===== config.mk =====
export PLATFORM = sky130hd
export DESIGN_NAME = reset_source_controller
export DESIGN_NICKNAME = d
export VERILOG_FILES = /design/src/reset_source_pkg.sv /design/src/reset_source_controller.sv
export SDC_FILE = /design/constraint.sdc
export NUM_CORES = 1
export LEC_CHECK = 0
export BUFFER_PORTS_ARGS = -buffer_cell sky130_fd_sc_hd__buf_4
export CORE_ASPECT_RATIO = 0.5
export CORE_MARGIN = 2
export CORE_UTILIZATION = 58
export CTS_CLUSTER_SIZE = 8
export DETAILED_ROUTE_END_ITERATION = 8
export PLACE_DENSITY = 0.95
export SYNTH_ARGS = -nofsm -noshare
export SYNTH_HDL_FRONTEND = slang
export SYNTH_SLANG_ARGS = --single-unit

===== constraint.sdc =====
create_clock -name sys_clk_i -period 7.3 [get_ports sys_clk_i]
set_input_delay 1.46 -clock sys_clk_i [delete_from_list [all_inputs] [get_ports sys_clk_i]]
set_output_delay 1.46 -clock sys_clk_i [all_outputs]
set_load 0.05 [all_outputs]

===== src/reset_source_pkg.sv =====
package reset_source_pkg;

  // Register byte offsets
  localparam logic [3:0] ORIGIN_OFS = 4'h0;
  localparam logic [3:0] SUPPLY_OFS = 4'h4;
  localparam logic [3:0] STROBE_OFS = 4'h8;

  // Reset origin register bit positions
  localparam int PIN_BIT = 0;
  localparam int POWER_BIT = 1;
  localparam int CLKLOSS_BIT = 2;
  localparam int WDOG_BIT = 3;
  localparam int SOFT_BIT = 4;
  localparam int CMP_BIT = 5;
  localparam int FLASH_BIT = 6;
  localparam int RTC_BIT = 7;

  // Supply monitor register bit positions: enable control and status
  localparam int SUPPLY_EN_BIT = 7;
  localparam int SUPPLY_OK_BIT = 5;

  // Strobe register: watchdog service
  localparam int WDOG_KICK_BIT = 0;

  // Values after reset
  localparam logic [7:0] PORT_LATCH_RST = 8'hFF;
  localparam logic [15:0] PC_RST = 16'h0000;

  // Timing
  localparam int CLK_MHZ = 125;
  localparam int POR_DELAY_US = 300;
  localparam int POR_DELAY_CYC = POR_DELAY_US * CLK_MHZ;
  localparam int WDOG_DIV = 12;
  localparam int CLKLOSS_WINDOW_CYC = 16;

  // AXI responses
  localparam logic [1:0] RESP_OKAY = 2'h0;
  localparam logic [1:0] RESP_SLVERR = 2'h2;

  typedef enum logic [1:0] {
    ST_HOLD = 2'b00,
    ST_WAIT = 2'b01,
    ST_RUN = 2'b10
  } seq_state_t;

endpackage


===== src/reset_source_controller.sv =====
`timescale 1ns/1ps

module reset_source_controller #(
  parameter int POR_CYC = reset_source_pkg::POR_DELAY_CYC,
  parameter int WDOG_LIMIT = 4096
) (
  // Clock and power-on reset
  input wire logic sys_clk_i,
  input wire logic rst_i,
  // AXI4-Lite slave
  input wire logic [3:0] s_axi_awaddr,
  input wire logic s_axi_awvalid,
  output logic s_axi_awready,
  input wire logic [31:0] s_axi_wdata,
  input wire logic [3:0] s_axi_wstrb,
  input wire logic s_axi_wvalid,
  output logic s_axi_wready,
  output logic [1:0] s_axi_bresp,
  output logic s_axi_bvalid,
  input wire logic s_axi_bready,
  input wire logic [3:0] s_axi_araddr,
  input wire logic s_axi_arvalid,
  output logic s_axi_arready,
  output logic [31:0] s_axi_rdata,
  output logic [1:0] s_axi_rresp,
  output logic s_axi_rvalid,
  input wire logic s_axi_rready,
  // Reset pin, open drain
  input wire logic reset_pin_n_i,
  output logic reset_pin_n_o,
  output logic reset_pin_n_oe_o,
  // Analog and peripheral sources
  input wire logic supply_ok_i,
  input wire logic system_clock_i,
  input wire logic cmp_below_i,
  input wire logic rtc_alarm_i,
  input wire logic rtc_osc_fail_i,
  input wire logic flash_illegal_i,
  input wire logic flash_wr_req_i,
  // Core side
  output logic core_reset_o,
  output logic flash_wr_allow_o,
  output logic [7:0] port_latch_o,
  output logic port_pullup_o,
  output logic [15:0] pc_reset_o,
  output logic osc_internal_o,
  output logic wdog_enable_o
);

  // Asynchronous pins and analog levels pass two flops
  logic [1:0] pin_s_r, sup_s_r, clk_s_r, cmp_s_r, alm_s_r, osc_s_r;
  always_ff @(posedge sys_clk_i or posedge rst_i) begin
    if (rst_i) begin
      pin_s_r <= 2'h3;
      sup_s_r <= 2'h0;
      clk_s_r <= 2'h0;
      cmp_s_r <= 2'h0;
      alm_s_r <= 2'h0;
      osc_s_r <= 2'h0;
    end else begin
      pin_s_r <= {pin_s_r[0], reset_pin_n_i};
      sup_s_r <= {sup_s_r[0], supply_ok_i};
      clk_s_r <= {clk_s_r[0], system_clock_i};
      cmp_s_r <= {cmp_s_r[0], cmp_below_i};
      alm_s_r <= {alm_s_r[0], rtc_alarm_i};
      osc_s_r <= {osc_s_r[0], rtc_osc_fail_i};
    end
  end
  logic pin_low, sup_ok, clk_lvl, cmp_low, rtc_evt;
  assign pin_low = ~pin_s_r[1];
  assign sup_ok = sup_s_r[1];
  assign clk_lvl = clk_s_r[1];
  assign cmp_low = cmp_s_r[1];
  assign rtc_evt = alm_s_r[1] | osc_s_r[1];

  // Enables kept across device resets; only rst_i (power-on) returns them to their reset values
  logic sup_en_r, sup_sel_r, clk_en_r, cmp_sel_r, rtc_sel_r;
  reset_source_pkg::seq_state_t state_r;
  logic in_reset;
  assign in_reset = (state_r != reset_source_pkg::ST_RUN);

  // AXI write channel
  logic aw_hold_r, w_hold_r;
  logic [3:0] aw_addr_r;
  logic [31:0] wdata_r;
  logic [3:0] wstrb_r;
  logic wr_fire;
  assign s_axi_awready = ~aw_hold_r & ~s_axi_bvalid;
  assign s_axi_wready = ~w_hold_r & ~s_axi_bvalid;
  assign wr_fire = aw_hold_r & w_hold_r & ~s_axi_bvalid;
  always_ff @(posedge sys_clk_i or posedge rst_i) begin
    if (rst_i) begin
      aw_hold_r <= 1'b0;
      w_hold_r <= 1'b0;
      aw_addr_r <= 4'h0;
      wdata_r <= 32'h0000_0000;
      wstrb_r <= 4'h0;
      s_axi_bvalid <= 1'b0;
      s_axi_bresp <= reset_source_pkg::RESP_OKAY;
    end else begin
      if (s_axi_awvalid && s_axi_awready) begin
        aw_hold_r <= 1'b1;
        aw_addr_r <= s_axi_awaddr;
      end
      if (s_axi_wvalid && s_axi_wready) begin
        w_hold_r <= 1'b1;
        wdata_r <= s_axi_wdata;
        wstrb_r <= s_axi_wstrb;
      end
      if (wr_fire) begin
        aw_hold_r <= 1'b0;
        w_hold_r <= 1'b0;
        s_axi_bvalid <= 1'b1;
        s_axi_bresp <= (aw_addr_r == reset_source_pkg::ORIGIN_OFS || aw_addr_r == reset_source_pkg::SUPPLY_OFS ||
                        aw_addr_r == reset_source_pkg::STROBE_OFS) ? reset_source_pkg::RESP_OKAY
                                                                     : reset_source_pkg::RESP_SLVERR;
      end else if (s_axi_bready) begin
        s_axi_bvalid <= 1'b0;
      end
    end
  end

  logic wr_origin, wr_supply, wr_kick;
  assign wr_origin = wr_fire && aw_addr_r == reset_source_pkg::ORIGIN_OFS && wstrb_r[0];
  assign wr_supply = wr_fire && aw_addr_r == reset_source_pkg::SUPPLY_OFS && wstrb_r[0];
  assign wr_kick = wr_fire && aw_addr_r == reset_source_pkg::STROBE_OFS && wstrb_r[0]
                   && wdata_r[reset_source_pkg::WDOG_KICK_BIT];

  // Writes set source enables, not flags
  always_ff @(posedge sys_clk_i or posedge rst_i) begin
    if (rst_i) begin
      sup_en_r <= 1'b1;
      sup_sel_r <= 1'b1;
      clk_en_r <= 1'b0;
      cmp_sel_r <= 1'b0;
      rtc_sel_r <= 1'b0;
    end else begin
      if (wr_supply) begin
        sup_en_r <= wdata_r[reset_source_pkg::SUPPLY_EN_BIT];
      end
      if (wr_origin) begin
        sup_sel_r <= wdata_r[reset_source_pkg::POWER_BIT];
        clk_en_r <= wdata_r[reset_source_pkg::CLKLOSS_BIT];
        cmp_sel_r <= wdata_r[reset_source_pkg::CMP_BIT];
        rtc_sel_r <= wdata_r[reset_source_pkg::RTC_BIT];
      end
    end
  end

  // Clock loss detector: stuck level longer than the window
  logic [7:0] clk_cnt_r;
  logic clk_prev_r;
  logic clk_lost;
  always_ff @(posedge sys_clk_i or posedge rst_i) begin
    if (rst_i) begin
      clk_prev_r <= 1'b0;
      clk_cnt_r <= 8'h00;
    end else begin
      clk_prev_r <= clk_lvl;
      if (clk_lvl != clk_prev_r || !clk_en_r) begin
        clk_cnt_r <= 8'h00;
      end else if (clk_cnt_r != 8'(reset_source_pkg::CLKLOSS_WINDOW_CYC)) begin
        clk_cnt_r <= clk_cnt_r + 8'h01;
      end
    end
  end
  assign clk_lost = clk_en_r && clk_cnt_r == 8'(reset_source_pkg::CLKLOSS_WINDOW_CYC);

  // Watchdog on system clock divided by twelve
  logic [3:0] div_r;
  logic wd_tick;
  logic [15:0] wd_cnt_r;
  logic wd_fire;
  assign wd_tick = div_r == 4'(reset_source_pkg::WDOG_DIV - 1);
  always_ff @(posedge sys_clk_i or posedge rst_i) begin
    if (rst_i) begin
      div_r <= 4'h0;
      wd_cnt_r <= 16'h0000;
    end else begin
      div_r <= wd_tick ? 4'h0 : div_r + 4'h1;
      if (in_reset || wr_kick) begin
        wd_cnt_r <= 16'h0000;
      end else if (wd_tick) begin
        wd_cnt_r <= wd_cnt_r + 16'h0001;
      end
    end
  end
  assign wd_fire = !in_reset && wd_cnt_r >= 16'(WDOG_LIMIT);
  assign wdog_enable_o = !in_reset;

  // Own drive reads back low through the pin; mask it until resynchronised
  // Limitation: an outside pull during own drive goes unseen
  logic [1:0] own_drive_r;
  logic pin_req;
  always_ff @(posedge sys_clk_i or posedge rst_i) begin
    if (rst_i) begin
      own_drive_r <= 2'h3;
    end else begin
      own_drive_r <= {own_drive_r[0], reset_pin_n_oe_o};
    end
  end
  assign pin_req = pin_low && !reset_pin_n_oe_o && own_drive_r == 2'h0;

  // Source requests
  logic sup_req, soft_req, cmp_req, rtc_req, any_req;
  assign sup_req = sup_en_r && sup_sel_r && !sup_ok;
  assign soft_req = wr_origin && wdata_r[reset_source_pkg::SOFT_BIT];
  assign cmp_req = cmp_sel_r && cmp_low;
  assign rtc_req = rtc_sel_r && rtc_evt;
  assign any_req = sup_req || pin_req || clk_lost || cmp_req || wd_fire || flash_illegal_i
                   || soft_req || rtc_req;

  // Reset sequencer; power-on delay runs only after rst_i
  logic [31:0] por_cnt_r;
  logic por_pending_r;
  logic drive_pin_r;
  always_ff @(posedge sys_clk_i or posedge rst_i) begin
    if (rst_i) begin
      state_r <= reset_source_pkg::ST_HOLD;
      por_cnt_r <= 32'h0000_0000;
      por_pending_r <= 1'b1;
      drive_pin_r <= 1'b1;
    end else begin
      case (state_r)
        reset_source_pkg::ST_HOLD: begin
          if (!any_req && (!por_pending_r || sup_ok)) begin
            state_r <= por_pending_r ? reset_source_pkg::ST_WAIT : reset_source_pkg::ST_RUN;
            por_cnt_r <= 32'h0000_0000;
          end
        end
        reset_source_pkg::ST_WAIT: begin
          if (!sup_ok || any_req) begin
            state_r <= reset_source_pkg::ST_HOLD;
          end else if (por_cnt_r >= 32'(POR_CYC - 1)) begin
            state_r <= reset_source_pkg::ST_RUN;
            por_pending_r <= 1'b0;
          end else begin
            por_cnt_r <= por_cnt_r + 32'h0000_0001;
          end
        end
        reset_source_pkg::ST_RUN: begin
          if (any_req) begin
            state_r <= reset_source_pkg::ST_HOLD;
          end
        end
        default: begin
          state_r <= reset_source_pkg::ST_HOLD;
        end
      endcase
      if (state_r == reset_source_pkg::ST_RUN && any_req) begin
        drive_pin_r <= sup_req;
      end else if (state_r != reset_source_pkg::ST_HOLD || (!any_req && (!por_pending_r || sup_ok))) begin
        drive_pin_r <= por_pending_r && state_r != reset_source_pkg::ST_RUN ? drive_pin_r : 1'b0;
      end
    end
  end
  // Pin is driven only while held in reset
  assign reset_pin_n_o = 1'b0;
  assign reset_pin_n_oe_o = drive_pin_r && in_reset;
  assign core_reset_o = in_reset;
  assign port_latch_o = reset_source_pkg::PORT_LATCH_RST;
  assign port_pullup_o = 1'b1;
  assign pc_reset_o = reset_source_pkg::PC_RST;
  assign osc_internal_o = in_reset;

  // Flash writes refused while supply monitor is off
  assign flash_wr_allow_o = flash_wr_req_i && sup_en_r && !in_reset;

  // Cause flags latched on entry to reset; every source active in that cycle sets its own flag
  logic [7:0] flags_r;
  always_ff @(posedge sys_clk_i or posedge rst_i) begin
    if (rst_i) begin
      flags_r <= 8'h02;
    end else if (state_r == reset_source_pkg::ST_RUN && any_req) begin
      flags_r <= 8'h00;
      flags_r[reset_source_pkg::POWER_BIT] <= sup_req;
      flags_r[reset_source_pkg::PIN_BIT] <= pin_req;
      flags_r[reset_source_pkg::CLKLOSS_BIT] <= clk_lost;
      flags_r[reset_source_pkg::WDOG_BIT] <= wd_fire;
      flags_r[reset_source_pkg::SOFT_BIT] <= soft_req;
      flags_r[reset_source_pkg::CMP_BIT] <= cmp_req;
      flags_r[reset_source_pkg::FLASH_BIT] <= flash_illegal_i;
      flags_r[reset_source_pkg::RTC_BIT] <= rtc_req;
    end
  end

  // AXI read channel
  logic [31:0] rd_val;
  always_comb begin
    rd_val = 32'h0000_0000;
    case (s_axi_araddr)
      reset_source_pkg::ORIGIN_OFS: rd_val = {24'h000000, flags_r};
      reset_source_pkg::SUPPLY_OFS: begin
        rd_val[reset_source_pkg::SUPPLY_EN_BIT] = sup_en_r;
        rd_val[reset_source_pkg::SUPPLY_OK_BIT] = sup_ok;
      end
      default: rd_val = 32'h0000_0000;
    endcase
  end
  assign s_axi_arready = ~s_axi_rvalid;
  always_ff @(posedge sys_clk_i or posedge rst_i) begin
    if (rst_i) begin
      s_axi_rvalid <= 1'b0;
      s_axi_rdata <= 32'h0000_0000;
      s_axi_rresp <= reset_source_pkg::RESP_OKAY;
    end else if (s_axi_arvalid && s_axi_arready) begin
      s_axi_rvalid <= 1'b1;
      s_axi_rdata <= rd_val;
      s_axi_rresp <= (s_axi_araddr == reset_source_pkg::ORIGIN_OFS || s_axi_araddr == reset_source_pkg::SUPPLY_OFS
                      || s_axi_araddr == reset_source_pkg::STROBE_OFS) ? reset_source_pkg::RESP_OKAY
                                                                         : reset_source_pkg::RESP_SLVERR;
    end else if (s_axi_rready) begin
      s_axi_rvalid <= 1'b0;
    end
  end

  // Checks
  AST_SOFT_RESET: assert property (@(posedge sys_clk_i) disable iff (rst_i)
    (state_r == reset_source_pkg::ST_RUN && soft_req) |=> (in_reset && flags_r[reset_source_pkg::SOFT_BIT]))
    else $error("soft reset not taken");
  AST_PIN_QUIET: assert property (@(posedge sys_clk_i) disable iff (rst_i)
    (state_r == reset_source_pkg::ST_RUN && any_req && !sup_req) |=> !reset_pin_n_oe_o)
    else $error("pin driven on quiet reset");
  AST_SUPPLY_DRIVE: assert property (@(posedge sys_clk_i) disable iff (rst_i)
    (state_r == reset_source_pkg::ST_RUN && sup_req) |=> (reset_pin_n_oe_o && core_reset_o))
    else $error("supply drop not driving pin");
  AST_FLASH_BLOCK: assert property (@(posedge sys_clk_i) disable iff (rst_i)
    !sup_en_r |-> !flash_wr_allow_o)
    else $error("flash write let through");
  AST_WDOG_FLAG: assert property (@(posedge sys_clk_i) disable iff (rst_i)
    (state_r == reset_source_pkg::ST_RUN && wd_fire) |=> flags_r[reset_source_pkg::WDOG_BIT])
    else $error("watchdog flag missing");
  AST_POWER_CLEAR: assert property (@(posedge sys_clk_i) disable iff (rst_i)
    (state_r == reset_source_pkg::ST_RUN && any_req && !sup_req) |=> !flags_r[reset_source_pkg::POWER_BIT])
    else $error("power flag not cleared");
  AST_SUPPLY_NO_DELAY: assert property (@(posedge sys_clk_i) disable iff (rst_i)
    (state_r == reset_source_pkg::ST_HOLD && !por_pending_r && !any_req) |=> state_r == reset_source_pkg::ST_RUN)
    else $error("supply release delayed");
  AST_HOLD_CORE: assert property (@(posedge sys_clk_i) disable iff (rst_i)
    (state_r == reset_source_pkg::ST_RUN && $rose(pin_req)) |=> core_reset_o)
    else $error("pin reset not held");
  AST_POR_DRIVE: assert property (@(posedge sys_clk_i) disable iff (rst_i)
    (in_reset && por_pending_r) |-> reset_pin_n_oe_o)
    else $error("pin not driven during power-on hold");

endmodule


Yosys cells after proc, flatten, opt, wreduce, memory -nomap -nowiden
Index checks and enable logic that the tools add are counted.
- add/subtract/negate cells: 4
- multipliers: 0
- divide/modulo/power cells: 0
- magnitude comparators: 2
- equality and inequality tests: 17
- shift-type cells: 0
- mux-type cells: 32
- bitwise gates (word level): 11
- reductions and logical operators: 64
- operators by type and width (kind ; number):
    32-bit two-way mux ; 3
    32-bit one-hot mux with 2 select lines ; 1
    32-bit by 1-bit adder with 32-bit output, second input constant ; 1
    32-bit by 16-bit >= comparator with 1-bit output, second input constant ; 1
    16-bit two-way mux ; 2
    1-bit logical AND ; 25
    2-bit nonzero test ; 9
    16-bit by 1-bit adder with 16-bit output, second input constant ; 1
    16-bit by 13-bit >= comparator with 1-bit output, second input constant ; 1
    1-bit logical OR ; 16
    8-bit two-way mux ; 2
    2-bit two-way mux ; 7
    4-bit == test, second input constant ; 3
    1-bit two-way mux ; 12
    2-bit inequality test, second input constant ; 6
    8-bit by 1-bit adder with 8-bit output, second input constant ; 1
    4-bit by 3-bit == test with 1-bit output, second input constant ; 2
    8-bit by 5-bit == test with 1-bit output, second input constant ; 1
    4-bit logical NOT ; 2
    8-bit by 5-bit inequality test with 1-bit output, second input constant ; 1
    1-bit logical NOT ; 6
    1-bit NOT ; 6
    2-bit one-hot mux with 3 select lines ; 1
    3-bit AND reduction ; 2
    13 further kinds ; 18
- register bits: 121
- bits in latches: 0
- bits in writable memories: 0
- memory bits (read-only): 0
- bits of input ports: 59
- output and inout port bits: 72
- memories kept: 0

Logic depth before layout (Yosys ltp)
- word-level depth: 17
- gate-level depth with buffers: 10
- gate-level depth less buffers: 8

Least setup slack after synthesis
No wires, ideal clock.
- kind: input-to-output
- start point: input flash_wr_req_i
- end point: output flash_wr_allow_o
- arrival: 1.904 ns
- path slack: 3.936 ns
- cell stages on the path: 1
- path buffers: 0
- path through: and3_1
- longest elaborated chain between the ends: 2
- RTL lines (what ; line ; text):
    start: declaration ; reset_source_controller.sv:39 ; input wire logic flash_wr_req_i,
    1-bit logical AND (2 in series) ; reset_source_controller.sv:267 ; assign flash_wr_allow_o = flash_wr_req_i && sup_en_r && !in_reset;
    end: declaration ; reset_source_controller.sv:42 ; output logic flash_wr_allow_o,
No other way between the ends.

Worst setup path in the final report
- start point: input flash_illegal_i
- end point: register por_cnt_r[13]
- longest elaborated chain between the ends: 7
- elaborated cells on any way between the ends: 9
- classes of those cells: 2 x eq/ne; 7 x reduce/logical
- RTL lines (what ; line ; text):
    start: declaration ; reset_source_controller.sv:38 ; input wire logic flash_illegal_i,
    1-bit logical OR (*) ; reset_source_controller.sv:210 ; assign any_req = sup_req || pin_req || clk_lost || cmp_req || wd_fire || flash_illegal_i
    1-bit logical OR (*) (2 in series) ; reset_source_controller.sv:211 ; || soft_req || rtc_req;
    1-bit logical NOT ; reset_source_controller.sv:226 ; if (!any_req && (!por_pending_r || sup_ok)) begin
    1-bit logical AND ; reset_source_controller.sv:226 ;
    2-bit inequality test (no source line) ; -- ;
    4-bit AND reduction (no source line) (*) ; -- ;
    end signal: assignment ; reset_source_controller.sv:238 ; por_cnt_r <= por_cnt_r + 32'h0000_0001;
    end: declaration ; reset_source_controller.sv:214 ; logic [31:0] por_cnt_r;
Mark *: on every way between the ends. The rest lies on a longest branch, timed or not.
A chain may end at the register's enable or synchronous reset.

==> metrics.csv <==
stage,metric,value,unit
logic_synthesis,avgSynthCellArea,10.7,um2
route,via_per_inst,5.75,
floorplanning,dieWidth,140,um
global_route,antenna_found_initial,0,
critical_path,critPathKind,in2reg,
floorplanning,core-area,0.00883,mm2
power_and_ir_drop,total_power,2.10,mW
logic_synthesis,yosysUniqueCellTypes,52,
global_route,grt_pass1_wl,19200,um
logic_synthesis,synthArstFlopShare,1.00,
worst_hold_path,hp-class,reg2reg,
finish,syn2layout_area_growth,16.7,%
finish,multi_input_area,0.00210,mm2
logic_synthesis,syn_area,0.00535,mm2
timing,hold_violations,0,
flow_run,drv_cap,0,
finish,drive_gt1_frac,0.208,
floorplanning,dieArea,0.0101,mm2
clock_tree,clkLatencyLatePin,0.41,ns
route,wire_per_inst,17.0,um
clock_tree,path_clk_slew,0.05,ns
route,postRouteAntennaNets,0,
logic_synthesis,synth-seq-area-share,0.549,
route,vias,3959,
timing,slew_viol_final,0,
timing,whs,0.345,ns
clock_tree,hold_buffers,0,
floorplanning,ios,131,
logic_synthesis,ys.flop_type,dfrtp_1,
place,io_buffer_count,49,
timing,max_clock_freq,286,MHz
clock_tree,cts_tree,done,
critical_path,critical_path.max_stage_delay,0.98,ns
power_and_ir_drop,power.density,337,mW/mm2
timing,setup_tns,0,ns
finish,utilization,0.707,
global_route,track_usage,0.247,
place,hpwl,7010,um
global_route,grt_max_degree,80,
status,status,finished clean,
clock_tree,postCtsSetupRepairBufs,0,
critical_path,startpoint_type,input port,
critical_path,crit_family,simple AND/OR/NAND/NOR gates,
clock_tree,cts_root_buffer,clkbuf_16,
timing,fin_skew,0.0102,ns
global_route,grt-ovfl-total,0,
timing,setup_viol,0,
floorplanning,start_util,0.606,
route,initialDrtViolationCount,395,
critical_path,path_buf_inv,1,
clock_tree,cts_resized,0,
critical_path,crit_slowest_cell,or4_1,
timing,grt_setup_unrepaired,no,
power_and_ir_drop,vdd_drop_max,173,uV
critical_path,cp.arrival,3.84,ns
finish,seq_area,0.00294,mm2
place,dpl_cell_area,0.00565,mm2
finish,mostFrequentLayoutCell,dfrtp_1,
clock_tree,cts_buffer_depth,2,
critical_path,critPathMaxFanout,27,
finish,fin_nets,623,
logic_synthesis,synth-edff-count,0,
floorplanning,rows,24,
finish,layout_common_cells,"dfrtp_1, buf_4, conb_1, nand2_1, nor2_1",
timing,period_needed,3.50,ns
place,gp_congestion,0.851,
power_and_ir_drop,p_leak,2.86,nW
logic_synthesis,yosys_warnings,0,
route,drc,0,
timing,period_share,0.479,
clock_tree,htreeDepth,4,
clock_tree,cts-buffers-inserted,17,
logic_synthesis,netlist.area_leader.share,0.505,
critical_path,end_kind,flop,
logic_synthesis,synth_area_leaders,"dfrtp_1, buf_4, dfstp_2",
route,drt-pass1-iter-count,5,
floorplanning,chipHeight,71.9,um
finish,final_area,0.00625,mm2
finish,diodes,0,
global_route,grt_pass1_vias,3953,
critical_path,crit_top_cell,or4_1,
critical_path,required,7.64,ns
route,routed_wl,11700,um
timing,maxSlewHeadroom,0.370,
critical_path,path_cells,buf_4 > nand3b_1 > nand4b_1 > or4_1 > or4_1 > a21oi_1,
logic_synthesis,synth_top_cell_by_area,dfrtp_1,
timing,worstMarginPinSlew,0.945,ns
logic_synthesis,syn_inst,498,
clock_tree,cts.sinks,117,
finish,fillers,538,
logic_synthesis,yosys_register_bits,117,
-- per-stage QoR --
| step | worst slack, ns | instances |
|---|---|---|
| after global routing | 3.64 | 688 |
| after global placement | 3.54 | 656 |
| after CTS | 3.85 | 688 |
| after detailed placement | 3.45 | 656 |
| final | 3.80 | 688 |
| after floorplan | 2.75 | 548 |
-- final cells by class --
cell class	count	area share
clock inverters	9	0.0206
flip-flops and latches	117	0.471
inverters	16	0.0100
multi-input cells	353	0.337
clock buffers	23	0.0749
repair buffers	53	0.0637
well taps	117	0.0234
-- sequential cells by signal (all words and copies together), names as in the netlist, 4 cells and up --
signal       count
por_cnt_r       32
wd_cnt_r        16
clk_cnt_r        8
flags_r          8
s_axi_rdata      8
wdata_r          6
aw_addr_r        4
div_r            4
-- cells by family (layout without fill, tap and decap cells) --
family / after synthesis / in the layout / synth area share
and+or+nand+nor: 181 / 181 / 0.179
xor gates and xnor gates: 19 / 19 / 0.0311
muxes: 21 / 21 / 0.0437
DFF: 117 / 117 / 0.549
AOI/OAI and AO/OA: 74 / 74 / 0.0879
adders and majority gates: 6 / 6 / 0.0140
buffers and inverters: 78 / 101 / 0.0938
other: 2 / 52 / 0.00140
-- cells in the mapped netlist, types with 2 or more instances --
library cell / count
dfrtp_1: 108
buf_4: 53
nand2_1: 41
nor2_1: 34
o21ai_0: 25
nor2b_1: 20
mux2_2: 19
nand3_1: 19
a21oi_1: 18
inv_1: 15
or3_1: 14
nor3_1: 10
xor2_1: 10
dfstp_2: 9
xnor2_1: 9
a22o_1: 7
o31ai_1: 7
clkbuf_1: 6
ha_1: 6
nand4_1: 6
and3_1: 5
nand3b_1: 5
nor4_1: 5
or4_1: 4
a211oi_1: 3
nand2b_1: 3
or2_2: 3
a21o_1: 2
and4_1: 2
buf_2: 2
conb_1: 2
mux2i_1: 2
o21a_1: 2
o22a_1: 2
o41ai_1: 2
or4b_2: 2
-- layer usage --
| layer | global-route usage | share of wire | vias up |
|---|---|---|---|
| li1 | - | - | 1746 |
| met1 | 0.293 | 0.39 | 1932 |
| met2 | 0.411 | 0.50 | 221 |
| met3 | 0.0647 | 0.069 | 60 |
| met4 | 0.159 | 0.049 | 0 |
| met5 | 0 | 0 | - |
-- path summary, 6_finish.rpt --
kind,startpoint,endpoint,slack (ns),cells after the start
setup / recovery,flash_illegal_i,por_cnt_r[13]$_DFFE_PP0P_,3.80,6
hold / removal,cmp_s_r[0]$_DFF_PP0_,cmp_s_r[1]$_DFF_PP0_,0.35,0
setup reg to reg,wd_cnt_r[12]$_DFFE_PP0P_,por_cnt_r[13]$_DFFE_PP0P_,4.04,5
hold reg to reg,cmp_s_r[0]$_DFF_PP0_,cmp_s_r[1]$_DFF_PP0_,0.35,0
max in group asynchronous,rst_i,rtc_sel_r$_DFFE_PP0N_,4.89,3
min in group asynchronous,rst_i,wd_cnt_r[7]$_DFFE_PP0P_,1.08,2
-- report_power, final --
group	leakage [nW]	internal (mW)	total (mW)	switching (mW)
clock	0.287	0.553	0.839	0.286
sequential	1.53	0.741	0.808	0.0670
combinational	1.05	0.144	0.457	0.313
(Power assumes the default switching activity.)
